## config.mk

```make
export PLATFORM = sky130hd
export DESIGN_NAME = charger_power_mode_controller
export DESIGN_NICKNAME = d
export VERILOG_FILES = /design/src/rtl/charger_pkg.sv /design/src/rtl/battery_monitor_sampler.sv /design/src/rtl/charger_power_mode_controller.sv
export VERILOG_INCLUDE_DIRS = /design/src /design/src/rtl
export SDC_FILE = /design/constraint.sdc
export NUM_CORES = 1
export LEC_CHECK = 0
export BUFFER_PORTS_ARGS = -buffer_cell sky130_fd_sc_hd__buf_2
export CAP_MARGIN = 25
export CORE_ASPECT_RATIO = 2
export CORE_MARGIN = 3
export CORE_UTILIZATION = 50
export CTS_BUF_LIST = sky130_fd_sc_hd__clkbuf_2 sky130_fd_sc_hd__clkbuf_4 sky130_fd_sc_hd__clkbuf_8
export DETAILED_ROUTE_END_ITERATION = 6
export PLACE_DENSITY = 0.66
export SLEW_MARGIN = 20
export SYNTH_ARGS = -nofsm -noshare
export SYNTH_HDL_FRONTEND = slang
export SYNTH_SLANG_ARGS = --single-unit
```

## constraint.sdc

```tcl
create_clock -name i_sys_clk -period 10.5 [get_ports i_sys_clk]
set_input_delay 1.05 -clock i_sys_clk [delete_from_list [all_inputs] [get_ports i_sys_clk]]
set_output_delay 1.05 -clock i_sys_clk [all_outputs]
set_load 0.01 [all_outputs]
```

## src/rtl/charger_defs.svh

```systemverilog
// constants for the charger power mode controller
`ifndef CHARGER_DEFS_SVH
`define CHARGER_DEFS_SVH
`define ADDR_W 8
`define DATA_W 8
`define CNT_W 26
`define MON_W 5
`define PCT_W 7
// register offsets
`define REG_CTRL 8'h00
`define REG_STATUS 8'h01
`define REG_FAULT 8'h02
`define REG_MONITOR 8'h03
// control bit positions and reset value
`define CTRL_SHIP 0
`define CTRL_HIZ 1
`define CTRL_LPA 2
`define CTRL_CHG 3
`define CTRL_LSW 4
`define CTRL_MON 5
`define CTRL_RESET 8'h08
// fault bit positions
`define FAULT_SLEEP 0
`define FAULT_BATUV 1
// clock rate and times
`define CLK_FREQ_MHZ 20
`define QUIET_TIME_US 1000
`define INT_PULSE_US 128
`define MON_WAIT_US 2000
`define HOST_READY_US 5000
`define WAKE_HOLD_US 500000
`define RESET_HOLD_US 1000000
`define SC_DEGLITCH_US 250
`define SC_RECOVERY_US 250000
// monitor scale: percent of charge voltage target
`define MON_PCT_LOW 7'h3c
`define MON_PCT_STEP 7'h02
`define MON_LEVEL_MAX 5'h14
`endif

```

## src/rtl/charger_pkg.sv

```systemverilog
// types shared by the charger power mode controller
package charger_pkg;
  typedef enum logic [2:0] {
    ST_ACTIVE = 3'b000,
    ST_SHIP_QUIET = 3'b001,
    ST_SHIP = 3'b010,
    ST_WAKING = 3'b011,
    ST_HIZ_PREP = 3'b100,
    ST_HIZ = 3'b101
  } mode_e;
  // comparator results and pins, one bit each
  typedef struct packed {
    logic vin_valid;
    logic vin_above_sleep;
    logic push_button_n;
    logic charge_disable_n;
    logic load_switch_control_pin;
    logic short_circuit;
    logic bat_below_input_undervoltage_threshold;
    logic bat_above_input_undervoltage_threshold_hyst;
    logic bat_above_min_input_undervoltage_threshold;
    logic sys_in_regulation;
  } pins_s;
endpackage : charger_pkg

```

## src/rtl/battery_monitor_sampler.sv

```systemverilog
// battery voltage monitor sample and latch
`timescale 1ns/1ns
`include "charger_defs.svh"
module battery_monitor_sampler #(
  parameter int unsigned WAIT_CYC = `MON_WAIT_US * `CLK_FREQ_MHZ
) (
  input wire logic i_sys_clk,
  input wire logic i_rst,
  input wire logic i_start,
  input wire logic [`PCT_W-1:0] i_ratio_pct,
  output logic o_busy,
  output logic o_done,
  output logic [`MON_W-1:0] o_level
);
  logic [`PCT_W-1:0] pct_meta_q, pct_q;
  logic [`CNT_W-1:0] cnt_q, cnt_d;
  logic busy_d, done_d;
  logic [`MON_W-1:0] level_d;

  // percent to 2% steps from 60% up to 100%
  function automatic logic [`MON_W-1:0] to_level(input logic [`PCT_W-1:0] pct);
    logic [`PCT_W-1:0] diff;
    diff = pct - `MON_PCT_LOW;
    if (pct < `MON_PCT_LOW) return '0;
    if ((diff / `MON_PCT_STEP) > `PCT_W'(`MON_LEVEL_MAX)) return `MON_LEVEL_MAX;
    return `MON_W'(diff / `MON_PCT_STEP);
  endfunction : to_level

  // sample waits out the settle time, then latches
  always_comb begin
    busy_d = o_busy;
    done_d = 1'b0;
    cnt_d = cnt_q;
    level_d = o_level;
    if (i_start && !o_busy) begin
      busy_d = 1'b1;
      cnt_d = '0;
    end else if (o_busy) begin
      if (cnt_q >= `CNT_W'(WAIT_CYC - 1)) begin
        busy_d = 1'b0;
        done_d = 1'b1;
        level_d = to_level(pct_q);
      end else begin
        cnt_d = cnt_q + `CNT_W'(1);
      end
    end
  end

  always_ff @(posedge i_sys_clk or posedge i_rst) begin
    if (i_rst) begin
      pct_meta_q <= '0;
      pct_q <= '0;
      cnt_q <= '0;
      o_busy <= 1'b0;
      o_done <= 1'b0;
      o_level <= '0;
    end else begin
      pct_meta_q <= i_ratio_pct;
      pct_q <= pct_meta_q;
      cnt_q <= cnt_d;
      o_busy <= busy_d;
      o_done <= done_d;
      o_level <= level_d;
    end
  end
endmodule : battery_monitor_sampler

```

## src/rtl/charger_power_mode_controller.sv

```systemverilog
// power mode sequencer of the battery charge manager
//
// Implementation choices: the register offsets and the strobed register port.
`timescale 1ns/1ns
`include "charger_defs.svh"
module charger_power_mode_controller #(
  parameter int unsigned QUIET_CYC = `QUIET_TIME_US * `CLK_FREQ_MHZ,
  parameter int unsigned READY_CYC = `HOST_READY_US * `CLK_FREQ_MHZ,
  parameter int unsigned WAKE_CYC = `WAKE_HOLD_US * `CLK_FREQ_MHZ,
  parameter int unsigned RESET_CYC = `RESET_HOLD_US * `CLK_FREQ_MHZ,
  parameter int unsigned SC_REC_CYC = `SC_RECOVERY_US * `CLK_FREQ_MHZ,
  parameter int unsigned MON_CYC = `MON_WAIT_US * `CLK_FREQ_MHZ
) (
  input wire logic i_sys_clk,
  input wire logic i_rst,
  input wire charger_pkg::pins_s i_pins,
  input wire logic [`PCT_W-1:0] i_battery_ratio_pct,
  input wire logic [`ADDR_W-1:0] i_addr,
  input wire logic [`DATA_W-1:0] i_wr_data,
  input wire logic i_wr_en,
  input wire logic i_rd_en,
  output logic [`DATA_W-1:0] o_rd_data,
  output logic o_battery_switch_en,
  output logic o_supplement_en,
  output logic o_charge_en,
  output logic o_charge_cycle_start,
  output logic o_device_latched_off,
  output logic o_mid_power_pulldown,
  output logic o_load_switch_en,
  output logic o_interrupt_pulse,
  output logic o_serial_enable,
  output logic o_host_if_ready
);
  import charger_pkg::*;

  localparam int unsigned SC_DGL_CYC = `SC_DEGLITCH_US * `CLK_FREQ_MHZ;
  localparam int unsigned INT_CYC = `INT_PULSE_US * `CLK_FREQ_MHZ;

  pins_s meta_q, pin_q, prev_q;
  logic [2:0] prime_q;
  mode_e st_q, st_d;
  logic [`DATA_W-1:0] ctrl_q, ctrl_d, fault_q, fault_d, rd_d;
  logic [`CNT_W-1:0] quiet_q, quiet_d, pb_q, pb_d, adp_q, adp_d;
  logic [`CNT_W-1:0] sc_q, sc_d, int_q, int_d, rdy_q, rdy_d;
  logic pend_q, pend_d, sc_off_q, sc_off_d, bat_ok_q, bat_ok_d;
  logic lock_q, lock_d, mon_start_q, mon_start_d;
  logic batsw_d, supp_d, chg_d, start_d, off_d, pd_d, ls_d, int_en_d, ser_d, rdy_en_d;
  logic mon_busy, mon_done;
  logic [`MON_W-1:0] mon_level;
  logic ship_cond, hiz_cause, sleep_fall, sleep_rise, cd_edge, wr_ctrl, rd_fault, normal;

  // counter helpers
  function automatic logic [`CNT_W-1:0] inc(input logic [`CNT_W-1:0] c);
    return (&c) ? c : c + `CNT_W'(1);
  endfunction : inc

  function automatic logic hit(input logic [`CNT_W-1:0] c, input int unsigned lim);
    return c >= `CNT_W'(lim - 1);
  endfunction : hit

  battery_monitor_sampler #(
    .WAIT_CYC(MON_CYC)
  ) u_monitor (
    .i_sys_clk(i_sys_clk),
    .i_rst(i_rst),
    .i_start(mon_start_q),
    .i_ratio_pct(i_battery_ratio_pct),
    .o_busy(mon_busy),
    .o_done(mon_done),
    .o_level(mon_level)
  );

  // pin events, held off until prev stage holds a real sample after reset
  assign sleep_fall = prime_q[2] && prev_q.vin_above_sleep && !pin_q.vin_above_sleep;
  assign sleep_rise = prime_q[2] && !prev_q.vin_above_sleep && pin_q.vin_above_sleep;
  assign cd_edge = prime_q[2] && (prev_q.charge_disable_n != pin_q.charge_disable_n);
  assign wr_ctrl = i_wr_en && (i_addr == `REG_CTRL);
  assign rd_fault = i_rd_en && (i_addr == `REG_FAULT);
  // ship entry conditions, all watched for the quiet interval
  assign ship_cond = (ctrl_q[`CTRL_SHIP] || pend_q) && !pin_q.vin_valid
    && pin_q.charge_disable_n && pin_q.push_button_n;
  // hi-z wanted with battery only
  assign hiz_cause = !pin_q.vin_valid && bat_ok_q
    && (!pin_q.charge_disable_n || ctrl_q[`CTRL_HIZ]);
  assign normal = (st_q == ST_ACTIVE) || (st_q == ST_SHIP_QUIET)
    || (st_q == ST_HIZ_PREP) || (st_q == ST_HIZ);

  // mode sequencing
  always_comb begin
    st_d = st_q;
    quiet_d = quiet_q;
    pend_d = pend_q;
    adp_d = '0;
    lock_d = lock_q;
    mon_start_d = 1'b0;
    ctrl_d = ctrl_q;
    // button low time, kept until the first high cycle is seen
    pb_d = pin_q.push_button_n ? '0 : inc(pb_q);
    if (wr_ctrl) begin
      ctrl_d = i_wr_data;
      if (!i_wr_data[`CTRL_SHIP] && pin_q.vin_valid) begin
        pend_d = 1'b0;
      end
      mon_start_d = i_wr_data[`CTRL_MON];
    end
    ctrl_d[`CTRL_MON] = 1'b0;
    // long press arms entry
    if (!pin_q.push_button_n && !ctrl_q[`CTRL_LPA] && hit(pb_q, RESET_CYC)
        && !hit(pb_q, RESET_CYC + 1)) begin
      pend_d = 1'b1;
    end
    // adapter during long press: keep armed unless released or held too long
    if (pend_q && pin_q.vin_valid && !prev_q.vin_valid && pin_q.push_button_n) begin
      pend_d = 1'b0;
    end else if (pend_q && pin_q.vin_valid && !pin_q.push_button_n) begin
      adp_d = inc(adp_q);
      if (hit(adp_q, WAKE_CYC)) begin
        pend_d = 1'b0;
      end
    end
    if (cd_edge) begin
      lock_d = 1'b0;
    end
    unique case (st_q)
      ST_ACTIVE: begin
        quiet_d = '0;
        if (ship_cond) begin
          st_d = ST_SHIP_QUIET;
        end else if (hiz_cause) begin
          st_d = ST_HIZ_PREP;
          mon_start_d = 1'b1;
        end
      end
      ST_SHIP_QUIET: begin
        if (!ship_cond) begin
          st_d = ST_ACTIVE;
        end else if (hit(quiet_q, QUIET_CYC)) begin
          st_d = ST_SHIP;
          pend_d = 1'b0;
          ctrl_d[`CTRL_SHIP] = 1'b0;
        end else begin
          quiet_d = inc(quiet_q);
        end
      end
      ST_SHIP: begin
        if (pin_q.vin_valid && pin_q.vin_above_sleep) begin
          st_d = ST_ACTIVE;
        end else if (!pin_q.push_button_n) begin
          st_d = ST_WAKING;
        end
      end
      ST_WAKING: begin
        if (pin_q.vin_valid && pin_q.vin_above_sleep) begin
          st_d = ST_ACTIVE;
        end else if (pin_q.push_button_n) begin
          st_d = hit(pb_q, WAKE_CYC) ? ST_ACTIVE : ST_SHIP;
        end
      end
      ST_HIZ_PREP: begin
        if (!hiz_cause) begin
          st_d = ST_ACTIVE;
        end else if (mon_done) begin
          st_d = ST_HIZ;
          lock_d = ctrl_q[`CTRL_HIZ];
        end
      end
      ST_HIZ: begin
        if (pin_q.vin_valid || cd_edge) begin
          st_d = ST_ACTIVE;
          ctrl_d[`CTRL_HIZ] = 1'b0;
        end
      end
      default: begin
        st_d = ST_ACTIVE;
      end
    endcase
  end

  // power switches, protection and host readiness
  always_comb begin
    bat_ok_d = bat_ok_q;
    if (pin_q.bat_below_input_undervoltage_threshold) begin
      bat_ok_d = 1'b0;
    end else if (pin_q.bat_above_input_undervoltage_threshold_hyst) begin
      bat_ok_d = 1'b1;
    end
    sc_off_d = sc_off_q;
    sc_d = '0;
    if (sc_off_q) begin
      sc_d = inc(sc_q);
      if (hit(sc_q, SC_REC_CYC)) begin
        sc_off_d = 1'b0;
        sc_d = '0;
      end
    end else if (pin_q.short_circuit && o_battery_switch_en) begin
      sc_d = inc(sc_q);
      if (hit(sc_q, SC_DGL_CYC)) begin
        sc_off_d = 1'b1;
        sc_d = '0;
      end
    end
    off_d = (st_q == ST_SHIP) || (st_q == ST_WAKING);
    pd_d = st_q == ST_SHIP;
    batsw_d = normal && bat_ok_q && !sc_off_q
      && (!pin_q.vin_valid || !pin_q.vin_above_sleep
      || pin_q.bat_above_min_input_undervoltage_threshold);
    supp_d = normal && pin_q.vin_valid && bat_ok_q && !sc_off_q
      && pin_q.bat_above_min_input_undervoltage_threshold;
    chg_d = (st_q == ST_ACTIVE) && pin_q.vin_valid && pin_q.vin_above_sleep
      && !pin_q.charge_disable_n && ctrl_q[`CTRL_CHG];
    start_d = sleep_rise && pin_q.vin_valid;
    ls_d = !off_d && (ctrl_q[`CTRL_LSW] || pin_q.load_switch_control_pin);
    rdy_d = pin_q.sys_in_regulation ? inc(rdy_q) : '0;
    rdy_en_d = pin_q.sys_in_regulation && hit(rdy_q, READY_CYC);
    ser_d = rdy_en_d && !lock_q && !off_d;
  end

  // fault flags and interrupt pulse
  always_comb begin
    fault_d = fault_q;
    if (rd_fault) begin
      if (pin_q.vin_above_sleep) begin
        fault_d[`FAULT_SLEEP] = 1'b0;
      end
      if (bat_ok_q) begin
        fault_d[`FAULT_BATUV] = 1'b0;
      end
    end
    // set wins over a read in the same cycle
    if (sleep_fall) begin
      fault_d[`FAULT_SLEEP] = 1'b1;
    end
    if (bat_ok_q && !bat_ok_d) begin
      fault_d[`FAULT_BATUV] = 1'b1;
    end
    int_d = '0;
    int_en_d = 1'b0;
    if (o_interrupt_pulse) begin
      int_d = inc(int_q);
      int_en_d = !hit(int_q, INT_CYC);
    end else if (sleep_fall) begin
      int_en_d = 1'b1;
    end
  end

  // register read data, one cycle after the strobe
  always_comb begin
    rd_d = '0;
    if (i_rd_en) begin
      unique case (i_addr)
        `REG_CTRL: rd_d = ctrl_q;
        `REG_STATUS: rd_d = {mon_busy, o_host_if_ready, bat_ok_q, sc_off_q, pend_q, st_q};
        `REG_FAULT: rd_d = fault_q;
        `REG_MONITOR: rd_d = `DATA_W'(mon_level);
        default: rd_d = '0;
      endcase
    end
  end

  // input synchronisers
  always_ff @(posedge i_sys_clk or posedge i_rst) begin
    if (i_rst) begin
      meta_q <= '0;
      pin_q <= '0;
      prev_q <= '0;
      prime_q <= '0;
    end else begin
      meta_q <= i_pins;
      pin_q <= meta_q;
      prev_q <= pin_q;
      prime_q <= {prime_q[1:0], 1'b1};
    end
  end

  // state registers
  always_ff @(posedge i_sys_clk or posedge i_rst) begin
    if (i_rst) begin
      st_q <= ST_ACTIVE;
      ctrl_q <= `CTRL_RESET;
      fault_q <= '0;
      quiet_q <= '0;
      pb_q <= '0;
      adp_q <= '0;
      sc_q <= '0;
      int_q <= '0;
      rdy_q <= '0;
      pend_q <= 1'b0;
      sc_off_q <= 1'b0;
      bat_ok_q <= 1'b0;
      lock_q <= 1'b0;
      mon_start_q <= 1'b0;
      o_rd_data <= '0;
      o_battery_switch_en <= 1'b0;
      o_supplement_en <= 1'b0;
      o_charge_en <= 1'b0;
      o_charge_cycle_start <= 1'b0;
      o_device_latched_off <= 1'b0;
      o_mid_power_pulldown <= 1'b0;
      o_load_switch_en <= 1'b0;
      o_interrupt_pulse <= 1'b0;
      o_serial_enable <= 1'b0;
      o_host_if_ready <= 1'b0;
    end else begin
      st_q <= st_d;
      ctrl_q <= ctrl_d;
      fault_q <= fault_d;
      quiet_q <= quiet_d;
      pb_q <= pb_d;
      adp_q <= adp_d;
      sc_q <= sc_d;
      int_q <= int_d;
      rdy_q <= rdy_d;
      pend_q <= pend_d;
      sc_off_q <= sc_off_d;
      bat_ok_q <= bat_ok_d;
      lock_q <= lock_d;
      mon_start_q <= mon_start_d;
      o_rd_data <= rd_d;
      o_battery_switch_en <= batsw_d;
      o_supplement_en <= supp_d;
      o_charge_en <= chg_d;
      o_charge_cycle_start <= start_d;
      o_device_latched_off <= off_d;
      o_mid_power_pulldown <= pd_d;
      o_load_switch_en <= ls_d;
      o_interrupt_pulse <= int_en_d;
      o_serial_enable <= ser_d;
      o_host_if_ready <= rdy_en_d;
    end
  end
endmodule : charger_power_mode_controller

```

# Word-level counts from Yosys, hierarchy flattened
# Cells that the tools add are included.
# Widths: inputs -> output; s select.
dict set report word_totals {
  register_bits 264
  inputBits 37
  output_inout_bits 18
  wordCells 277
}
dict set report op_classes {
  addsub 8
  order_cmp 12
  n_eq_ne 23
  n_mux 91
  bitwise_logic 1
  n_reduce_logical 85
}
# operator n
set ops {}
lappend ops {{$mux 26} 20}
lappend ops {{$add 26x1->26 const B} 7}
lappend ops {{$reduce_and 26->1} 6}
lappend ops {{$ge 26x24->1 const B} 2}
lappend ops {{$ge 26x25->1 const B} 2}
lappend ops {{$pmux 26 s2} 1}
lappend ops {{$mux 1} 49}
lappend ops {{$logic_and 1x1->1} 40}
lappend ops {{$mux 3} 11}
lappend ops {{$pmux 8 s4} 1}
lappend ops {{$ge 26x12->1 const B} 1}
lappend ops {{$ge 26x13->1 const B} 1}
lappend ops {{$ge 26x15->1 const B} 1}
lappend ops {{$ge 26x16->1 const B} 1}
lappend ops {{$ge 26x17->1 const B} 1}
lappend ops {{$ge 26x23->1 const B} 1}
lappend ops {{$mux 5} 4}
lappend ops {{$pmux 3 s6} 1}
lappend ops {{$eq 8x2->1 const B} 2}
lappend ops {{$logic_not 1->1} 15}
lappend ops {{$ne 2x2->1 const B} 6}
lappend ops {{$reduce_bool 2->1} 6}
lappend ops {{$logic_or 1x1->1} 10}
lappend ops {{$ne 3x2->1 const B} 3}
lappend ops {{other kinds (19)} 28}

# Longest topological paths before layout
dict set report logic_depth {
  ltp_word 11
  depth_mapped 9
  mapped_depth_nobuf 6
}

# Cells and area by module
# A second synthesis with hierarchy kept.
dict set report unflattened {
  cells_unflattened 1343
  area_unflattened_um2 13397.8
}
# module instances cells_per_inst area_each_um2 seq_area_each_um2
set modules_own_cells {}
lappend modules_own_cells {charger_power_mode_controller 1 1165 11393.4 5431.5}
lappend modules_own_cells {battery_monitor_sampler 1 178 2004.4 1126.1}

# Worst setup path after synthesis
# OpenSTA, ideal clock, no wires.
dict set report synth_path {
  kind {input -> register}
  start {in i_addr[3]}
  end {reg fault_q[1]}
  setup_ns 0.121
  t_arrival_ns 2.133
  required_ns 10.379
  path_slack_ns 8.246
  cell_stages 5
  path_buffers 0
  cell_sequence {nor4_1 -> nand3_1 -> nor3b_1 -> nand2_1 -> a22o_1}
}
dict set report synth_via {
  elab_chain_len 4
}
# item line
set synth_lines {}
lappend synth_lines {{start, declared} charger_power_mode_controller.sv:18} ;# input wire logic [`ADDR_W-1:0] i_addr,
lappend synth_lines {{$eq 8x2->1} n/a}
lappend synth_lines {{$logic_and 1x1->1} charger_power_mode_controller.sv:78} ;# assign rd_fault = i_rd_en && (i_addr == `REG_FAULT);
lappend synth_lines {{$reduce_bool 2->1 (no source line)} n/a}
lappend synth_lines {{$reduce_and 2->1 (no source line)} n/a}
lappend synth_lines {{end signal, assigned} charger_power_mode_controller.sv:306} ;# fault_q <= fault_d;
lappend synth_lines {{end, declared} charger_power_mode_controller.sv:42} ;# logic [`DATA_W-1:0] ctrl_q, ctrl_d, fault_q, fault_d, rd_d;
# No other way between the ends.
# A chain may end at the register's enable or synchronous reset.

==> metrics.md <==
| Metric | Value |
|---|---|
| Commonest cells after routing, fill and taps aside | `dfrtp_1, nand2_1, nor2_1` |
| Area delta synth->final | `10.7%` |
| Mean post-synth cell area | `between 9 and 10 µm²` |
| Clk Latency, worst-skew pair | `between 0.5 and 0.6 ns` |
| Fmax | `343 MHz` |
| Synth Flop Type | `dfrtp_1` |
| Drt drc | `0` |
| Layout cells sized above 1 | `0.115` |
| Post-synth EDFFs | `0` |
| IR drop worst, VDD | `0.115 mV` |
| Maximum capacitance violations | `0` |
| Ant. Diodes | `0` |
| Final Hold Fails | `0` |
| Commonest non-fill, non-tap cell in the layout | `dfrtp_1` |
| CTS sink count | `262` |
| Simple-gate portion of the synthesized area | `0.260` |
| IO Count | `55` |
| Starting Density | `0.508` |
| Synth async-reset ratio | `1.00` |
| Final HPWL DP | `approximately 21 mm` |
| CP Class | `input pin to async pin` |
| Yosys warns | `0` |
| Post-synthesis sequential area ratio | `0.501` |
| Cell family with the largest share of critical-path delay | `buffers and inverters` |
| Syn Inst Count | `1,347` |
| CP Cell Sequence | `buf_2 > inv_8 > buf_4 > buf_4` |
| Vias in the first global route | `10,200` |
| Fin crit period | `2.92 ns` |
| Yosys top cell by area | `dfrtp_1` |
| CTS tree | `yes` |
| Bufs and invs on worst path | `4` |
| Inserted Clock Buffers | `39` |
| Largest family of logic cells by synthesized area | `simple AND/OR/NAND/NOR gates` |
| Core Util, Final | `0.562` |
| Post-CTS Setup Repair Bufs | `0` |
| Critical Path RT | `11.08 ns` |
| Layout Nets | `1,434` |
| Port Buf Inserts | `53` |
| Multiplexer share of the synthesized area | `0.0307` |
| Die H | `235 µm` |
| Most frequent CP cell | `buf_4` |
| Hold Crit Class | `flip-flop to flip-flop` |
| Grt ovf | `0` |
| Vias per Instance | `5.94` |
| Mapped cell area | `between 10,000 and 15,000 µm²` |
| Synth Register Bits | `~260` |
| Root Driver | `clkbuf_8` |
| Yosys cell types | `79` |
| RD Place Congestion | `0.865` |
| First-pass DRT Iterations | `5` |
| Startpoint types | `input pin` |
| H-tree Lvls | `2` |
| Final WL | `roughly 30 mm` |
| RSZ-0062 raised after global routing | `false` |
| Synth top area share | `0.499` |
| Worst Path Arrival | `3.50 ns` |
| Worst setup EP type | `async pin` |
| Setup TNS | `0 ns` |
| Compound-cell area share of the yosys netlist | `0.134` |
| Drt wl/cell | `roughly 17 µm` |
| Global-route wire length before repair | `roughly 50 mm` |
| Num rows | `just over 80` |
| Core Area | `roughly 26,000 µm²` |
| Largest net degree at the start of global routing | `127` |
| Final setup vio count | `0` |
| Slew HR | `0.373` |
| Total Power | `between 2 and 2.5 mW` |
| Pins over their slew limit | `0` |
| Lkg Pwr | `6.18 nW` |
| Iter 0 DRT Violations | `between 700 and 800` |
| Post-DRT Antenna Nets | `0` |
| Full die area | `28,300 µm²` |
| Fin crit share | `0.278` |
| Critical-path cell with the highest stage delay | `buf_4` |
| Synth Area in XOR/XNOR | `0.0335` |
| Via count | `10,400` |
| CTS Hold Bufs | `0` |
| CP peak stage delay | `0.81 ns` |
| Worst Clk Skew | `0.0235 ns` |
| # fillers | `2,440` |
| Area contributors post-synth | `dfrtp_1, nand2_1, a21oi_1, xnor2_1, nor2_1` |
| Initial antenna violation count | `0` |
| Status | `complete, no violations` |
| Post-cts sizing count | `0` |
| Chip Width | `120 µm` |
| Max FO, Critical Path | `126` |
| Post-Synth Adder-Cell Area | `0.00861` |
| Worst slew pin tran | `0.933 ns` |
| Total track usage | `0.212` |
| Power per Cell Area | `153 nW/µm²` |
| Clock Tree Buf Depth | `3` |
| Reg clk slew, reported paths | `0.06 ns` |
-- layer usage --
| metal | wire length, µm | global-route usage | up-vias |
|---|---|---|---|
| met1 | 11700 | 0.252 | 5106 |
| li1 | - | - | 5041 |
| met2 | 15600 | 0.378 | 215 |
| met5 | 0 | 0 | - |
| met3 | 1170 | 0.0373 | 70 |
| met4 | 976 | 0.0784 | 0 |
-- area by class of cell --
cell class	instances	area, µm²	share of cell area
Sequential cell	262	6560	0.453
Multi-Input combinational cell	986	6130	0.423
Clock inverter	9	97.6	0.00674
Inverter	35	139	0.00959
Timing Repair Buffer	64	352	0.0243
Tap cell	340	425	0.0294
Clock buffer	60	782	0.0540
-- report_power, final --
part           leakage (nW)  internal [mW]  switching, mW
clock                 0.465          0.525          0.397
sequential             3.51           1.05         0.0519
combinational          2.20         0.0715          0.126
-- path summary, 6_finish.rpt --
kind / startpoint / endpoint / slack [ns] / cells past startpoint
setup / recovery: i_rst / pb_q[10] / 7.58 / 4
hold / removal: meta_q[3] / pin_q[3] / 0.35 / 0
setup reg to reg: pin_q[7] / quiet_q[10] / 7.59 / 6
hold reg to reg: meta_q[3] / pin_q[3] / 0.35 / 0
max in group i_sys_clk: pin_q[7] / quiet_q[10] / 7.59 / 6
min in group asynchronous: i_rst / int_q[22] / 0.66 / 2
-- sequential cells by signal (all words and copies together), names as in the netlist, 7 cells and up --
register / flops
meta_q: 10
u_monitor.cnt_q: 26
o_rd_data: 8
rdy_q: 26
int_q: 26
sc_q: 26
pin_q: 10
quiet_q: 26
ctrl_q: 7
adp_q: 26
pb_q: 26
-- worst register-to-register path: cells and delay by family, from the launching register on --
kind / cells / cell delay (ns)
AND/OR/NAND/NOR: 2 / 1.19
AO/OA/AOI/OAI: 3 / 0.95
buffers and inverters: 1 / 0.38
flip-flops: 1 / 0.33
-- stage by stage --
stage          hold WS, ns  setup WS, ns  area, µm²  cells
4_1_cts              0.349          7.36      14500   1754
3_5_place_dp         0.335          6.77      13600   1685
6_report             0.346          7.58      14500   1756
3_3_place_gp         0.333          6.80      13600   1685
2_1_floorplan        0.331          2.24      13100   1349
5_1_grt              0.351          7.08      14500   1756
-- Yosys cell counts (all sizes together), types with 6 or more instances --
cell / n
nor2b: 21
or4: 24
and3: 32
or2: 8
xnor2: 43
o31ai: 26
o21ai: 59
nand3: 65
nand2b: 18
nand4: 49
buf: 19
xor2: 7
inv: 35
nor4: 47
clkbuf: 47
nor2: 95
and2: 21
mux2i: 27
a2111oi: 8
dfrtp: 261
o21a: 6
mux2: 7
nor4b: 8
ha: 9
and4: 20
a31oi: 26
a211oi: 13
a21oi: 81
nor3: 34
or3: 39
nand2: 124
-- cell families after synthesis --
kind of cell,count (synthesis)
other cells,2
simple gates,617
compound gates,270
buf+inv,101
fa+ha+maj,9
mux,36
xor+xnor,50
flops,262
Note: power is estimated with default switching activity, not from simulation.
